**config.mk**
```make
export PLATFORM = sky130hd
export DESIGN_NAME = ere_event_record_encoder
export DESIGN_NICKNAME = d
export VERILOG_FILES = /design/src/ere_pkg.sv /design/src/ere_fifo.sv /design/src/ere_pack.sv /design/src/ere_event_record_encoder.sv
export SDC_FILE = /design/constraint.sdc
export NUM_CORES = 2
export LEC_CHECK = 0
export BUFFER_PORTS_ARGS = -buffer_cell sky130_fd_sc_hd__buf_2
export CAP_MARGIN = 40
export CELL_PAD_IN_SITES_DETAIL_PLACEMENT = 2
export CELL_PAD_IN_SITES_GLOBAL_PLACEMENT = 2
export CORE_MARGIN = 5
export CORE_UTILIZATION = 52
export DETAILED_ROUTE_END_ITERATION = 7
export PLACE_DENSITY_LB_ADDON = 0.1
export REMOVE_ABC_BUFFERS = 1
export SYNTH_ARGS = -nofsm -noshare
export SYNTH_HDL_FRONTEND = slang
export SYNTH_SLANG_ARGS = --single-unit
```
**constraint.sdc**
```tcl
create_clock -name ref_clk_i -period 31.5 [get_ports ref_clk_i]
set_input_delay 7.875 -clock ref_clk_i [delete_from_list [all_inputs] [get_ports ref_clk_i]]
set_output_delay 7.875 -clock ref_clk_i [all_outputs]
set_load 0.05 [all_outputs]
```
**src/ere_pkg.sv**
```systemverilog
package ere_pkg;

    // ****************************************************************
    // record codes
    // ****************************************************************

    // message cause byte codes
    localparam logic [2:0] CAUSE_SPONTANEOUS = 3'h0;
    localparam logic [2:0] CAUSE_INTERMEDIATE = 3'h1;
    localparam logic [2:0] CAUSE_CONTROL_ISSUED = 3'h2;
    localparam logic [2:0] CAUSE_CONTROL_ABORT = 3'h3;
    localparam logic [2:0] CAUSE_CONTROL_REJECTED = 3'h4;
    localparam logic [2:0] CAUSE_FEEDBACK_NEGATIVE = 3'h5;
    localparam logic [2:0] CAUSE_FEEDBACK_POSITIVE = 3'h6;
    localparam logic [2:0] CAUSE_TAG_POSITIVE = CAUSE_CONTROL_ISSUED;
    localparam logic [2:0] CAUSE_TAG_NEGATIVE = CAUSE_CONTROL_REJECTED;

    // information type, low nibble of the indication-type byte
    localparam logic [3:0] ITYPE_SINGLE = 4'h1;
    localparam logic [3:0] ITYPE_DOUBLE = 4'h2;
    localparam logic [3:0] ITYPE_TAP = 4'h3;
    localparam logic [3:0] ITYPE_STAT = 4'h4;

    // indication-type byte flag positions
    localparam int ITYPE_SCAN_BIT = 7;
    localparam int ITYPE_LAST_BIT = 6;

    // register type byte
    localparam logic [7:0] RTYPE_COIL = 8'h00;
    localparam logic [7:0] RTYPE_INPUT = 8'h01;
    localparam logic [7:0] RTYPE_HOLDING = 8'h04;
    localparam logic [7:0] RTYPE_NONE = 8'hFF;

    // value field codes
    localparam logic [5:0] TAP_MAX = 6'h3E;
    localparam logic [15:0] VAL_TAP_INVALID = 16'h003F;
    localparam logic [15:0] VAL_TAP_UNROUTED = 16'h0080;
    localparam logic [15:0] VAL_STAT_BAD = 16'h8000;

    // clock status flags
    localparam logic [7:0] CLK_DST = 8'h10;
    localparam logic [7:0] CLK_FAIL = 8'h20;
    localparam logic [7:0] CLK_INVALID = 8'h40;

    // record, buffer and object index sizes
    localparam int REC_BYTES = 16;
    localparam int REC_W = 8 * REC_BYTES;
    localparam int FIFO_DEPTH = 16;
    localparam int OBJ_IDX_W = 10;

    // ****************************************************************
    // carriers
    // ****************************************************************

    // one annunciation as delivered by the relay data objects
    typedef struct packed {
        logic [7:0] rtype;
        logic [3:0] bit_off;
        logic [16:0] reg_num;
        logic [2:0] cause;
        logic [3:0] itype;
        logic [15:0] value;
        logic bad;
        logic unrouted;
    } ere_obj_s;

    // time stamp of a change
    typedef struct packed {
        logic [15:0] msec;
        logic [7:0] hour;
        logic [7:0] minute;
        logic [7:0] month;
        logic [7:0] day;
        logic dst;
        logic fail;
        logic invalid;
        logic [7:0] year;
    } ere_time_s;

endpackage

```
**src/ere_fifo.sv**
```systemverilog
`timescale 1ns/1ps
module ere_fifo #(
    parameter int WIDTH = 128,
    parameter int DEPTH = 16
) (
    // clock and reset
    input wire logic ref_clk_i,
    input wire logic sys_rst_i,
    // fill side
    input wire logic in_valid_i,
    output logic in_ready_o,
    input wire logic [WIDTH-1:0] in_data_i,
    // drain side
    output logic out_valid_o,
    input wire logic out_ready_i,
    output logic [WIDTH-1:0] out_data_o
);

    localparam int AW = $clog2(DEPTH);

    logic [WIDTH-1:0] mem_r [DEPTH];
    logic [AW-1:0] wr_ptr_r;
    logic [AW-1:0] rd_ptr_r;
    logic [AW:0] count_r;
    wire push = in_valid_i && in_ready_o;
    wire pop = out_valid_o && out_ready_i;

    // honest full and empty from the word count
    assign in_ready_o = (count_r != (AW+1)'(DEPTH));
    assign out_valid_o = (count_r != '0);
    assign out_data_o = mem_r[rd_ptr_r];

    // storage, written only on accepted words
    always_ff @(posedge ref_clk_i) begin
        if (push) begin
            mem_r[wr_ptr_r] <= in_data_i;
        end
    end

    // pointers and occupancy
    always_ff @(posedge ref_clk_i) begin
        if (sys_rst_i) begin
            wr_ptr_r <= '0;
            rd_ptr_r <= '0;
            count_r <= '0;
        end else begin
            if (push) wr_ptr_r <= (wr_ptr_r == AW'(DEPTH-1)) ? '0 : wr_ptr_r + 1'b1;
            if (pop) rd_ptr_r <= (rd_ptr_r == AW'(DEPTH-1)) ? '0 : rd_ptr_r + 1'b1;
            if (push && !pop) count_r <= count_r + 1'b1;
            else if (pop && !push) count_r <= count_r - 1'b1;
        end
    end

endmodule

```
**src/ere_pack.sv**
```systemverilog
`timescale 1ns/1ps
module ere_pack (
    // source annunciation and stamp
    input wire ere_pkg::ere_obj_s obj_i,
    input wire ere_pkg::ere_time_s stamp_i,
    // record options
    input wire logic cause_en_i,
    input wire logic scan_i,
    input wire logic last_i,
    // packed record and filter verdict
    output logic [ere_pkg::REC_W-1:0] rec_o,
    output logic keep_o
);

    // ****************************************************************
    // field encoding
    // ****************************************************************

    // identification bytes
    wire type_ok = (obj_i.itype >= ere_pkg::ITYPE_SINGLE) && (obj_i.itype <= ere_pkg::ITYPE_STAT);
    wire rtype_ok = (obj_i.rtype == ere_pkg::RTYPE_COIL) || (obj_i.rtype == ere_pkg::RTYPE_INPUT)
        || (obj_i.rtype == ere_pkg::RTYPE_HOLDING);
    wire [7:0] rtype_b = (type_ok && rtype_ok) ? obj_i.rtype : ere_pkg::RTYPE_NONE;
    wire [7:0] bitoff_b = {4'h0, obj_i.bit_off};
    wire [16:0] addr_full = obj_i.reg_num - 17'h0_0001;
    wire [15:0] addr_w = addr_full[15:0];

    // cause byte and the actual-value filter
    wire actual = (obj_i.cause == ere_pkg::CAUSE_SPONTANEOUS)
        || (obj_i.cause == ere_pkg::CAUSE_INTERMEDIATE)
        || (obj_i.cause == ere_pkg::CAUSE_FEEDBACK_POSITIVE);
    wire [7:0] cause_b = cause_en_i ? {5'h00, obj_i.cause} : 8'h00;
    assign keep_o = cause_en_i || actual;

    // indication type with scan flags, reserved bits forced low
    wire [7:0] itype_b = {scan_i, scan_i && last_i, 2'b00, obj_i.itype};

    // value after the change, per information type
    wire tap_in_range = (obj_i.value[15:6] == 10'h000) && (obj_i.value[5:0] != 6'h00)
        && (obj_i.value[5:0] <= ere_pkg::TAP_MAX);
    wire [15:0] val_single = {15'h0000, obj_i.value[0]};
    wire [15:0] val_double = {14'h0000, obj_i.value[1:0]};
    wire [15:0] val_tap = obj_i.unrouted ? ere_pkg::VAL_TAP_UNROUTED :
        (obj_i.bad || !tap_in_range) ? ere_pkg::VAL_TAP_INVALID : obj_i.value;
    wire [15:0] val_stat = obj_i.bad ? ere_pkg::VAL_STAT_BAD : obj_i.value;
    wire [15:0] value_w = (obj_i.itype == ere_pkg::ITYPE_SINGLE) ? val_single :
        (obj_i.itype == ere_pkg::ITYPE_DOUBLE) ? val_double :
        (obj_i.itype == ere_pkg::ITYPE_TAP) ? val_tap : val_stat;

    // clock status as an or of flags
    wire [7:0] clk_b = (stamp_i.dst ? ere_pkg::CLK_DST : 8'h00)
        | (stamp_i.fail ? ere_pkg::CLK_FAIL : 8'h00)
        | (stamp_i.invalid ? ere_pkg::CLK_INVALID : 8'h00);

    // bytes 1 to 16, byte 1 in the top lane
    assign rec_o = {rtype_b, bitoff_b, addr_w, cause_b, itype_b, value_w,
        stamp_i.msec, stamp_i.hour, stamp_i.minute, stamp_i.month, stamp_i.day,
        clk_b, stamp_i.year};

endmodule

```
**src/ere_event_record_encoder.sv**
```systemverilog
`timescale 1ns/1ps
module ere_event_record_encoder #(
    parameter int OBJ_IDX_W = ere_pkg::OBJ_IDX_W,
    parameter int FIFO_DEPTH = ere_pkg::FIFO_DEPTH
) (
    // clock and reset
    input wire logic ref_clk_i,
    input wire logic sys_rst_i,
    // configuration
    input wire logic cause_report_en_i,
    input wire logic startup_scan_en_i,
    input wire logic [OBJ_IDX_W-1:0] obj_count_i,
    // event recorder control, scan request bit strobe
    input wire logic scan_request_bit_i,
    output logic scan_busy_o,
    // spontaneous annunciations from the relay objects
    input wire logic ev_valid_i,
    output logic ev_ready_o,
    input wire ere_pkg::ere_obj_s ev_obj_i,
    input wire ere_pkg::ere_time_s ev_time_i,
    // scan fetch port towards the relay objects
    output logic fetch_valid_o,
    output logic [OBJ_IDX_W-1:0] fetch_idx_o,
    input wire logic rsp_valid_i,
    input wire ere_pkg::ere_obj_s rsp_obj_i,
    input wire ere_pkg::ere_time_s now_i,
    // record stream towards the holding register window
    output logic rec_valid_o,
    input wire logic rec_ready_i,
    output logic [ere_pkg::REC_W-1:0] rec_data_o
);

    // ****************************************************************
    // scan sequencer state
    // ****************************************************************

    typedef enum logic [3:0] {
        ST_IDLE = 4'b0001,
        ST_FETCH = 4'b0010,
        ST_WAIT = 4'b0100,
        ST_PUSH = 4'b1000
    } ere_state_e;

    ere_state_e state_r;
    ere_state_e state_nxt;
    logic boot_chk_r;
    logic scan_pend_r;
    logic [OBJ_IDX_W-1:0] idx_r;
    logic [OBJ_IDX_W-1:0] idx_nxt;
    ere_pkg::ere_obj_s scan_obj_r;
    ere_pkg::ere_time_s stamp_r;

    // fifo handshake and pack outputs
    logic fifo_in_ready;
    logic fifo_in_valid;
    logic [ere_pkg::REC_W-1:0] pack_rec;
    logic pack_keep;

    // ****************************************************************
    // decoding
    // ****************************************************************

    // a scan is due from a request, a boot scan, or a request held pending
    wire boot_start = boot_chk_r && startup_scan_en_i;
    wire scan_due = scan_pend_r || scan_request_bit_i || boot_start;
    wire in_idle = (state_r == ST_IDLE);
    wire count_zero = (obj_count_i == '0);
    wire last_idx = (idx_r == obj_count_i - 1'b1);
    wire scan_push = (state_r == ST_PUSH) && fifo_in_ready;
    wire rsp_take = (state_r == ST_WAIT) && rsp_valid_i;

    // spontaneous events pass only while no scan runs or waits to start
    assign ev_ready_o = in_idle && !scan_due && fifo_in_ready;
    wire ev_take = ev_valid_i && ev_ready_o;

    // source selection for the packer
    wire ere_pkg::ere_obj_s sel_obj = (state_r == ST_PUSH) ? scan_obj_r : ev_obj_i;
    wire ere_pkg::ere_time_s sel_time = (state_r == ST_PUSH) ? stamp_r : ev_time_i;
    wire sel_scan = (state_r == ST_PUSH);

    assign fifo_in_valid = (state_r == ST_PUSH) || (ev_valid_i && ev_ready_o && pack_keep);
    assign scan_busy_o = !in_idle || scan_pend_r;
    assign fetch_valid_o = (state_r == ST_FETCH);
    assign fetch_idx_o = idx_r;

    // ****************************************************************
    // scan sequencer
    // ****************************************************************

    // next state: fetch, wait for response, push, step to next object
    always_comb begin
        state_nxt = state_r;
        idx_nxt = idx_r;
        case (state_r)
            ST_IDLE: begin
                if (scan_due && !count_zero) begin
                    state_nxt = ST_FETCH;
                    idx_nxt = '0;
                end
            end
            ST_FETCH: begin
                state_nxt = ST_WAIT;
            end
            ST_WAIT: begin
                if (rsp_valid_i) state_nxt = ST_PUSH;
            end
            ST_PUSH: begin
                if (fifo_in_ready) begin
                    if (last_idx) begin
                        state_nxt = ST_IDLE;
                    end else begin
                        state_nxt = ST_FETCH;
                        idx_nxt = idx_r + 1'b1;
                    end
                end
            end
            default: begin
                state_nxt = ST_IDLE;
            end
        endcase
    end

    // state and object index
    always_ff @(posedge ref_clk_i) begin
        if (sys_rst_i) begin
            state_r <= ST_IDLE;
            idx_r <= '0;
        end else begin
            state_r <= state_nxt;
            idx_r <= idx_nxt;
        end
    end

    // boot check one cycle after reset; pending request set only outside idle, cleared in idle
    always_ff @(posedge ref_clk_i) begin
        if (sys_rst_i) begin
            boot_chk_r <= 1'b1;
            scan_pend_r <= 1'b0;
        end else begin
            boot_chk_r <= 1'b0;
            if (scan_request_bit_i && !in_idle) scan_pend_r <= 1'b1;
            else if (in_idle) scan_pend_r <= 1'b0;
        end
    end

    // response capture, stamped with the time it arrived
    always_ff @(posedge ref_clk_i) begin
        if (sys_rst_i) begin
            scan_obj_r <= '0;
            stamp_r <= '0;
        end else if (rsp_take) begin
            scan_obj_r <= rsp_obj_i;
            scan_obj_r.cause <= ere_pkg::CAUSE_SPONTANEOUS;
            stamp_r <= now_i;
        end
    end

    // ****************************************************************
    // record packing and buffering
    // ****************************************************************

    // field encoder shared by scan and spontaneous records
    ere_pack u_pack (
        .obj_i(sel_obj),
        .stamp_i(sel_time),
        .cause_en_i(cause_report_en_i),
        .scan_i(sel_scan),
        .last_i(last_idx),
        .rec_o(pack_rec),
        .keep_o(pack_keep)
    );

    // record buffer; a full buffer stalls both sources
    ere_fifo #(
        .WIDTH(ere_pkg::REC_W),
        .DEPTH(FIFO_DEPTH)
    ) u_fifo (
        .ref_clk_i(ref_clk_i),
        .sys_rst_i(sys_rst_i),
        .in_valid_i(fifo_in_valid),
        .in_ready_o(fifo_in_ready),
        .in_data_i(pack_rec),
        .out_valid_o(rec_valid_o),
        .out_ready_i(rec_ready_i),
        .out_data_o(rec_data_o)
    );

    // ****************************************************************
    // checks
    // ****************************************************************

    // byte views of the record entering the buffer
    wire [7:0] in_rtype = pack_rec[127:120];
    wire [7:0] in_cause = pack_rec[95:88];
    wire [7:0] in_itype = pack_rec[87:80];
    wire [15:0] in_value = pack_rec[79:64];
    wire [7:0] in_clk = pack_rec[15:8];
    wire fifo_push = fifo_in_valid && fifo_in_ready;

    cause_zero_a: assert property (@(posedge ref_clk_i) disable iff (sys_rst_i)
        fifo_push && !cause_report_en_i |-> in_cause == 8'h00)
        else $error("cause byte not zero with reporting off");

    cause_filter_a: assert property (@(posedge ref_clk_i) disable iff (sys_rst_i)
        ev_take && !cause_report_en_i && ev_obj_i.cause inside {3'h2, 3'h3, 3'h4, 3'h5}
        |-> !fifo_in_valid)
        else $error("commanded-value event recorded with reporting off");

    scan_flag_a: assert property (@(posedge ref_clk_i) disable iff (sys_rst_i)
        fifo_push |-> in_itype[ere_pkg::ITYPE_SCAN_BIT] == (state_r == ST_PUSH))
        else $error("scan flag does not match record source");

    scan_last_a: assert property (@(posedge ref_clk_i) disable iff (sys_rst_i)
        fifo_push && in_itype[ere_pkg::ITYPE_LAST_BIT]
        |-> in_itype[ere_pkg::ITYPE_SCAN_BIT] && last_idx ##1 state_r == ST_IDLE)
        else $error("end-of-scan flag outside the last scan record");

    reserved_zero_a: assert property (@(posedge ref_clk_i) disable iff (sys_rst_i)
        fifo_push |-> in_itype[5:4] == 2'b00)
        else $error("reserved indication-type bits set");

    tap_code_a: assert property (@(posedge ref_clk_i) disable iff (sys_rst_i)
        fifo_push && in_itype[3:0] == ere_pkg::ITYPE_TAP
        |-> (in_value >= 16'h0001 && in_value <= 16'h003F) || in_value == 16'h0080)
        else $error("tap value outside its codes");

    stat_bad_a: assert property (@(posedge ref_clk_i) disable iff (sys_rst_i)
        fifo_push && in_itype[3:0] == ere_pkg::ITYPE_STAT && sel_obj.bad
        |-> in_value == 16'h8000)
        else $error("bad statistic value not replaced");

    clock_status_a: assert property (@(posedge ref_clk_i) disable iff (sys_rst_i)
        fifo_push |-> in_clk[3:0] == 4'h0 && !in_clk[7]
        && in_clk[5] == sel_time.fail)
        else $error("clock status byte malformed");

    rtype_valid_a: assert property (@(posedge ref_clk_i) disable iff (sys_rst_i)
        fifo_push && in_rtype != 8'hFF |-> in_itype[3:0] inside {4'h1, 4'h2, 4'h3, 4'h4})
        else $error("valid register type with unknown information type");

    scan_stamp_a: assert property (@(posedge ref_clk_i) disable iff (sys_rst_i)
        rsp_take |=> state_r == ST_PUSH && stamp_r == $past(now_i))
        else $error("scan record not stamped at response");

    boot_scan_a: assert property (@(posedge ref_clk_i) disable iff (sys_rst_i)
        boot_chk_r && startup_scan_en_i && !count_zero |-> ##[1:2] fetch_valid_o)
        else $error("start-up scan did not begin");

    request_scan_a: assert property (@(posedge ref_clk_i) disable iff (sys_rst_i)
        in_idle && scan_request_bit_i && !count_zero |-> ##1 fetch_valid_o && idx_r == '0)
        else $error("requested scan did not begin at object zero");

    fetch_pulse_a: assert property (@(posedge ref_clk_i) disable iff (sys_rst_i)
        fetch_valid_o |=> !fetch_valid_o)
        else $error("fetch strobe longer than one cycle");

    scan_hold_a: assert property (@(posedge ref_clk_i) disable iff (sys_rst_i)
        scan_busy_o |-> !ev_ready_o)
        else $error("event accepted while a scan is due or running");

    cause_pass_a: assert property (@(posedge ref_clk_i) disable iff (sys_rst_i)
        fifo_push && cause_report_en_i && !sel_scan |-> in_cause == {5'h00, ev_obj_i.cause})
        else $error("cause byte differs from event cause");

    scan_cause_a: assert property (@(posedge ref_clk_i) disable iff (sys_rst_i)
        fifo_push && sel_scan |-> in_cause == 8'h00)
        else $error("scan record cause not spontaneous");

    single_value_a: assert property (@(posedge ref_clk_i) disable iff (sys_rst_i)
        fifo_push && in_itype[3:0] == ere_pkg::ITYPE_SINGLE |-> in_value[15:1] == 15'h0000)
        else $error("single-point value outside 0 and 1");

    double_value_a: assert property (@(posedge ref_clk_i) disable iff (sys_rst_i)
        fifo_push && in_itype[3:0] == ere_pkg::ITYPE_DOUBLE |-> in_value[15:2] == 14'h0000)
        else $error("double-point value outside 0 to 3");

    stamp_copy_a: assert property (@(posedge ref_clk_i) disable iff (sys_rst_i)
        fifo_push |-> pack_rec[63:48] == sel_time.msec && pack_rec[7:0] == sel_time.year)
        else $error("time stamp fields not carried into record");

    bit_offset_a: assert property (@(posedge ref_clk_i) disable iff (sys_rst_i)
        fifo_push |-> pack_rec[119:116] == 4'h0)
        else $error("bit offset beyond 15");

    reg_addr_a: assert property (@(posedge ref_clk_i) disable iff (sys_rst_i)
        fifo_push |-> pack_rec[111:96] == 16'(sel_obj.reg_num - 17'h0_0001))
        else $error("register address not number minus one");

endmodule

```
==> results of run 1 <==
stage by stage:
stage / hold WS [ps] / area [sq um] / cells / setup WS, ps
after global placement: 442 / 79000 / 5789 / 14760
after floorplan: 430 / 74000 / 3438 / 3940
logic make-up after synthesis:
logic type	Yosys count
buffers and inverters	221
xor gates and xnor gates	36
other	1
AOI/OAI and AO/OA	213
adders and majority gates	14
DFF	1934
and+or+nand+nor	625
muxes	587
Yosys cell counts (13+ instances only):
library cell	number
edfxtp_1	1792
mux4_2	560
nand2_1	460
a21oi_1	147
dfxtp_1	142
clkbuf_1	134
nor2_1	53
buf_1	49
nor3_1	29
mux2i_1	25
o21ai_0	22
xnor2_1	19
buf_4	17
xor2_1	17
ha_1	13
==> flow_summary.toml, run 1 <==
[outcome]
outcome = "did not finish"
terminating_stage_of_the_flow = "3_5_place_dp"
flow.first_error = "[ERROR DPL-0033] detailed placement checks failed during check placement."

[synthesis]
synth_compound_area_share_pct = 1.64
largest_family_of_logic_cells_by_synthesized_area = "multiplexers"
share_of_synthesized_area_spent_on_multiplexers_pct = 17.2
yosysTopAreaCell = "edfxtp_1"
synth_top_flop_cell = "edfxtp_1"
synth_edf_count = 1792
yosys_register_bits = 1934
yosys.area_share.simple_pct = 3.52
synthesis.yosys.warnings = 0
synth_cell_types = 61
post_synth_xor_area_fraction_pct = 0.421
ys_async_rst_share_pct = 0
synth.top_cells.by_area = "edfxtp_1, mux4_2, dfxtp_1"
synthesized_area_fraction_occupied_by_adder_cells_pct = 0.244
synth_area_per_inst_sq_um = 20.6
post-synth-top-area-fraction_pct = 71.9
sequential_cell_area_fraction_in_the_yosys_report_pct = 75.7
syn-instance-count = 3631
netlist_area_sq_mm = 0.0748

[floorplanning]
floorplan.rows = 139
initial_utilization_pct = 52.2
vertical_extent_of_the_die_microns = 389
io_pins = 386
fp.dieW_microns = 389

[placement]
estimated_wirelength_of_the_detail_placed_design_mm = 145
port_buffers = 364
gp_routability_congestion = 0.730
==> run 2: changes to the inputs <==
--- a/config.mk
+++ b/config.mk
@@ -7,12 +7,10 @@
 export LEC_CHECK = 0
 export BUFFER_PORTS_ARGS = -buffer_cell sky130_fd_sc_hd__buf_2
 export CAP_MARGIN = 40
-export CELL_PAD_IN_SITES_DETAIL_PLACEMENT = 2
-export CELL_PAD_IN_SITES_GLOBAL_PLACEMENT = 2
 export CORE_MARGIN = 5
-export CORE_UTILIZATION = 52
+export CORE_UTILIZATION = 40
 export DETAILED_ROUTE_END_ITERATION = 7
-export PLACE_DENSITY_LB_ADDON = 0.1
+export PLACE_DENSITY_LB_ADDON = 0.15
 export REMOVE_ABC_BUFFERS = 1
 export SYNTH_ARGS = -nofsm -noshare
 export SYNTH_HDL_FRONTEND = slang
==> flow_summary.toml, run 2 <==
[floorplanning]
core_sq_mm = 0.186
dieArea_sq_mm = 0.196
floorplan.rows = 158
io_pins = 386
initial_utilization_pct = 40.3
fp.dieW_microns = 442
vertical_extent_of_the_die_microns = 442

[placement]
port_buffers = 364
preCtsSetupSlack_ps = 14760
gp_routability_congestion = 0.724
placedCellCount = 6422
estimated_wirelength_of_the_detail_placed_design_mm = 102
dpl_cell_area_sq_mm = 0.0807

[critical_path]
crit_top_cell = "buf_2"
r2r.worst_path.cells = 7
critPathLaunchType = "input port"
timing.critical_path.required_ps = 23630
total_stage_count_of_the_critical_path = 4
crit_path_end_kind = "primary output"
crit_end = "ev_ready_o"
crit_path_max_delay_cell_type = "a211oi_1"
worst_r2r_end = "u_fifo.mem_r[5][101]"
timing.critical_path.fanout_max = 4
cp_cell_sequence = "buf_2, a211oi_1, and3_1, buf_2"
r2r_setup_slack_ps = 26500
critical_path.n_buffers_inverters = 2
critical_path.max_stage_delay_ps = 380
timing.rr.start = "state_r[0]"
timing.critical_path.arrival_ps = 8830
timing.critical_path.max_delay_family = "compound AO/OA/AOI/OAI gates"
setup.worst_path.start = "startup_scan_en_i"
crit_type = "input port to primary output"

[synthesis]
synth_area_per_inst_sq_um = 20.6
yosysTopAreaCell = "edfxtp_1"
sequential_cell_area_fraction_in_the_yosys_report_pct = 75.7
netlist_area_sq_mm = 0.0748
post-synth-top-area-fraction_pct = 71.9
ys_async_rst_share_pct = 0
synth_cell_types = 61
synth_top_flop_cell = "edfxtp_1"
yosysMostFrequentCell = "edfxtp_1"
synth_edf_count = 1792
yosys_register_bits = 1934
synth.top_cells.by_area = "edfxtp_1, mux4_2, dfxtp_1"
commonest_cells_post_synth = "edfxtp_1, mux4_2, nand2_1"
syn-instance-count = 3631
synthesis.yosys.warnings = 0

[finish]
multiInputGateArea_sq_mm = 0.0174
finish.instance_area_sq_mm = 0.0872
post_route_cells_drive_above_1_share_pct = 31.9
filler_free_cell_count_of_the_finished_design = 6802
largest_register_ffs = 1792
registers.top_by_ff_count = "u_fifo.mem_r"
filler_cell_count = 15600
mostFrequentLayoutCells = "edfxtp_1, mux4_2, nand2_1, buf_2, clkbuf_16"
final_net_count = 4405
layout.cells.most_common = "edfxtp_1"
biggestRegsByFlops = "u_fifo.mem_r x1792, stamp_r x59, scan_obj_r x50"
flow.area_growth_from_synthesis_pct = 16.6
seqCellArea_sq_mm = 0.0567

[clock_network]
cts_hold_buf = 0
cts_num_sinks = 1934
tritoncts = "yes"
post_cts.repair.setup_buffers = 0
clock_tree.htree_level_count = 4
tritoncts.num_buffers = 203
cts-resized-gates = 0
clockBufferDepth = 3
clock_latency_ps = 840
clk_pin_slew_worst_paths_ps = 60
clock_tree.root_cell = "clkbuf_16"

[global_route]
grt_start_max_net_pins = 146
first_global_vias = 38900
global_route_wire_length_before_repair_mm = 272
grt_overflow_total = 0
grt_util_all_layers_pct = 19.0
initial_antenna_violation_count = 10

[sta]
grt_setup_unrepaired = "no"
final.setup.tns_ps = 0
finalWorstSetupSlack_ps = 14790
layout_worst_path_cycle_share_pct = 53.0
worst_pin_slew_ps = 1200
achievable-frequency_ghz = 0.0599
clock-skew-final_ps = 37.2
period_needed_ps = 16710
finalSetupViolations = 0
drv_slew = 0
timing_hold_violations_final = 0
max-slew-margin-rel_pct = 20.3

[drt]
drc = 0
via_per_inst = 5.46
detail_route.iter0.violations = 3163
antenna_left = 0
detail_route.first_pass.iterations = 5
finalWirelength_mm = 187
routed-via-count = 37100
average_routed_wire_per_standard_cell_microns = 27.6

[pwr]
power.leakage_nw = 27.9
power_density_normalized_to_cell_area_mw_per_mm2 = 73.5
fin_total_pwr_w = 0.00641
max-vdd-ir-drop_v = 0.0000479

[worst_hold_path]
holdCritPathClass = "flip-flop to flip-flop"

[job]
maxCapViolCount = 0

[outcome]
outcome = "finished, final reports clean"
==> run 2: cell counts after synthesis <==
No cell type changed its count.
==> run 2: cell type report <==
type / count / share of cell area (%)
flip-flops and latches: 1934 / 65.0
multi-input cells: 1491 / 20.0
clock buffers: 261 / 6.12
repair buffers: 504 / 3.89
well taps: 2480 / 3.56
clock inverters: 118 / 1.40
inverters: 13 / 0.0617
diodes: 1 / 0.00287
==> run 2: logic make-up (layout without fill, tap and decap cells) <==
group | after synthesis | count (layout) | synth area share (%)
AO/OA/AOI/OAI | 213 | 213 | 1.64
flip-flops | 1934 | 1934 | 75.7
AND/OR/NAND/NOR | 625 | 625 | 3.52
XOR/XNOR | 36 | 36 | 0.421
multiplexers | 587 | 587 | 17.2
adder cells (fa/ha/maj) | 14 | 14 | 0.244
other | 1 | 17 | 0.00501
buffers and inverters | 221 | 896 | 1.22
==> run 2: worst min path at each step <==
| stage | slack (ps) | from | endpoint | cells past startpoint |
|---|---|---|---|---|
| after floorplan | 430 | scan_obj_r[0] | scan_obj_r[0] | 2 |
| after global placement | 440 | scan_obj_r[6] | scan_obj_r[6] | 2 |
| after detailed placement | 450 | scan_obj_r[4] | scan_obj_r[4] | 2 |
| after CTS | 450 | stamp_r[42] | stamp_r[42] | 2 |
| after global routing | 470 | scan_obj_r[4] | scan_obj_r[4] | 2 |
| final | 450 | scan_obj_r[39] | scan_obj_r[39] | 2 |
==> run 2: power breakdown <==
| part | switching, W | internal, W | total [W] |
|---|---|---|---|
| logic | 0.000696 | 0.000521 | 0.00122 |
| clock network | 0.000998 | 0.00135 | 0.00235 |
| registers | 0.0000180 | 0.00283 | 0.00285 |
| total | 0.00171 | 0.00470 | 0.00641 |
==> run 2: layer usage <==
layer,part of all wire (%),up-vias,GRT usage (%)
met5,0.010,-,0
met4,1.9,2,4.27
met3,4.5,221,2.97
met2,50,950,31.6
met1,44,20100,26.5
li1,-,15900,-
==> run 2: worst min-delay path, delay by kind of cell, from the launching register on <==
kind | cells | cell delay, ps
AO/OA/AOI/OAI | 1 | 50
flip-flops | 1 | 300
AND/OR/NAND/NOR | 1 | 50
==> run 2: through the flow <==
stage                     utilization [%]  hold slack (ps)
after detailed placement             43.4              446
after global routing                 46.9              470
final                                46.9              453
after global placement               42.9              442
after floorplan                         -              430
after CTS                            46.9              455
No activity file was read; power rests on OpenSTA's default activity.
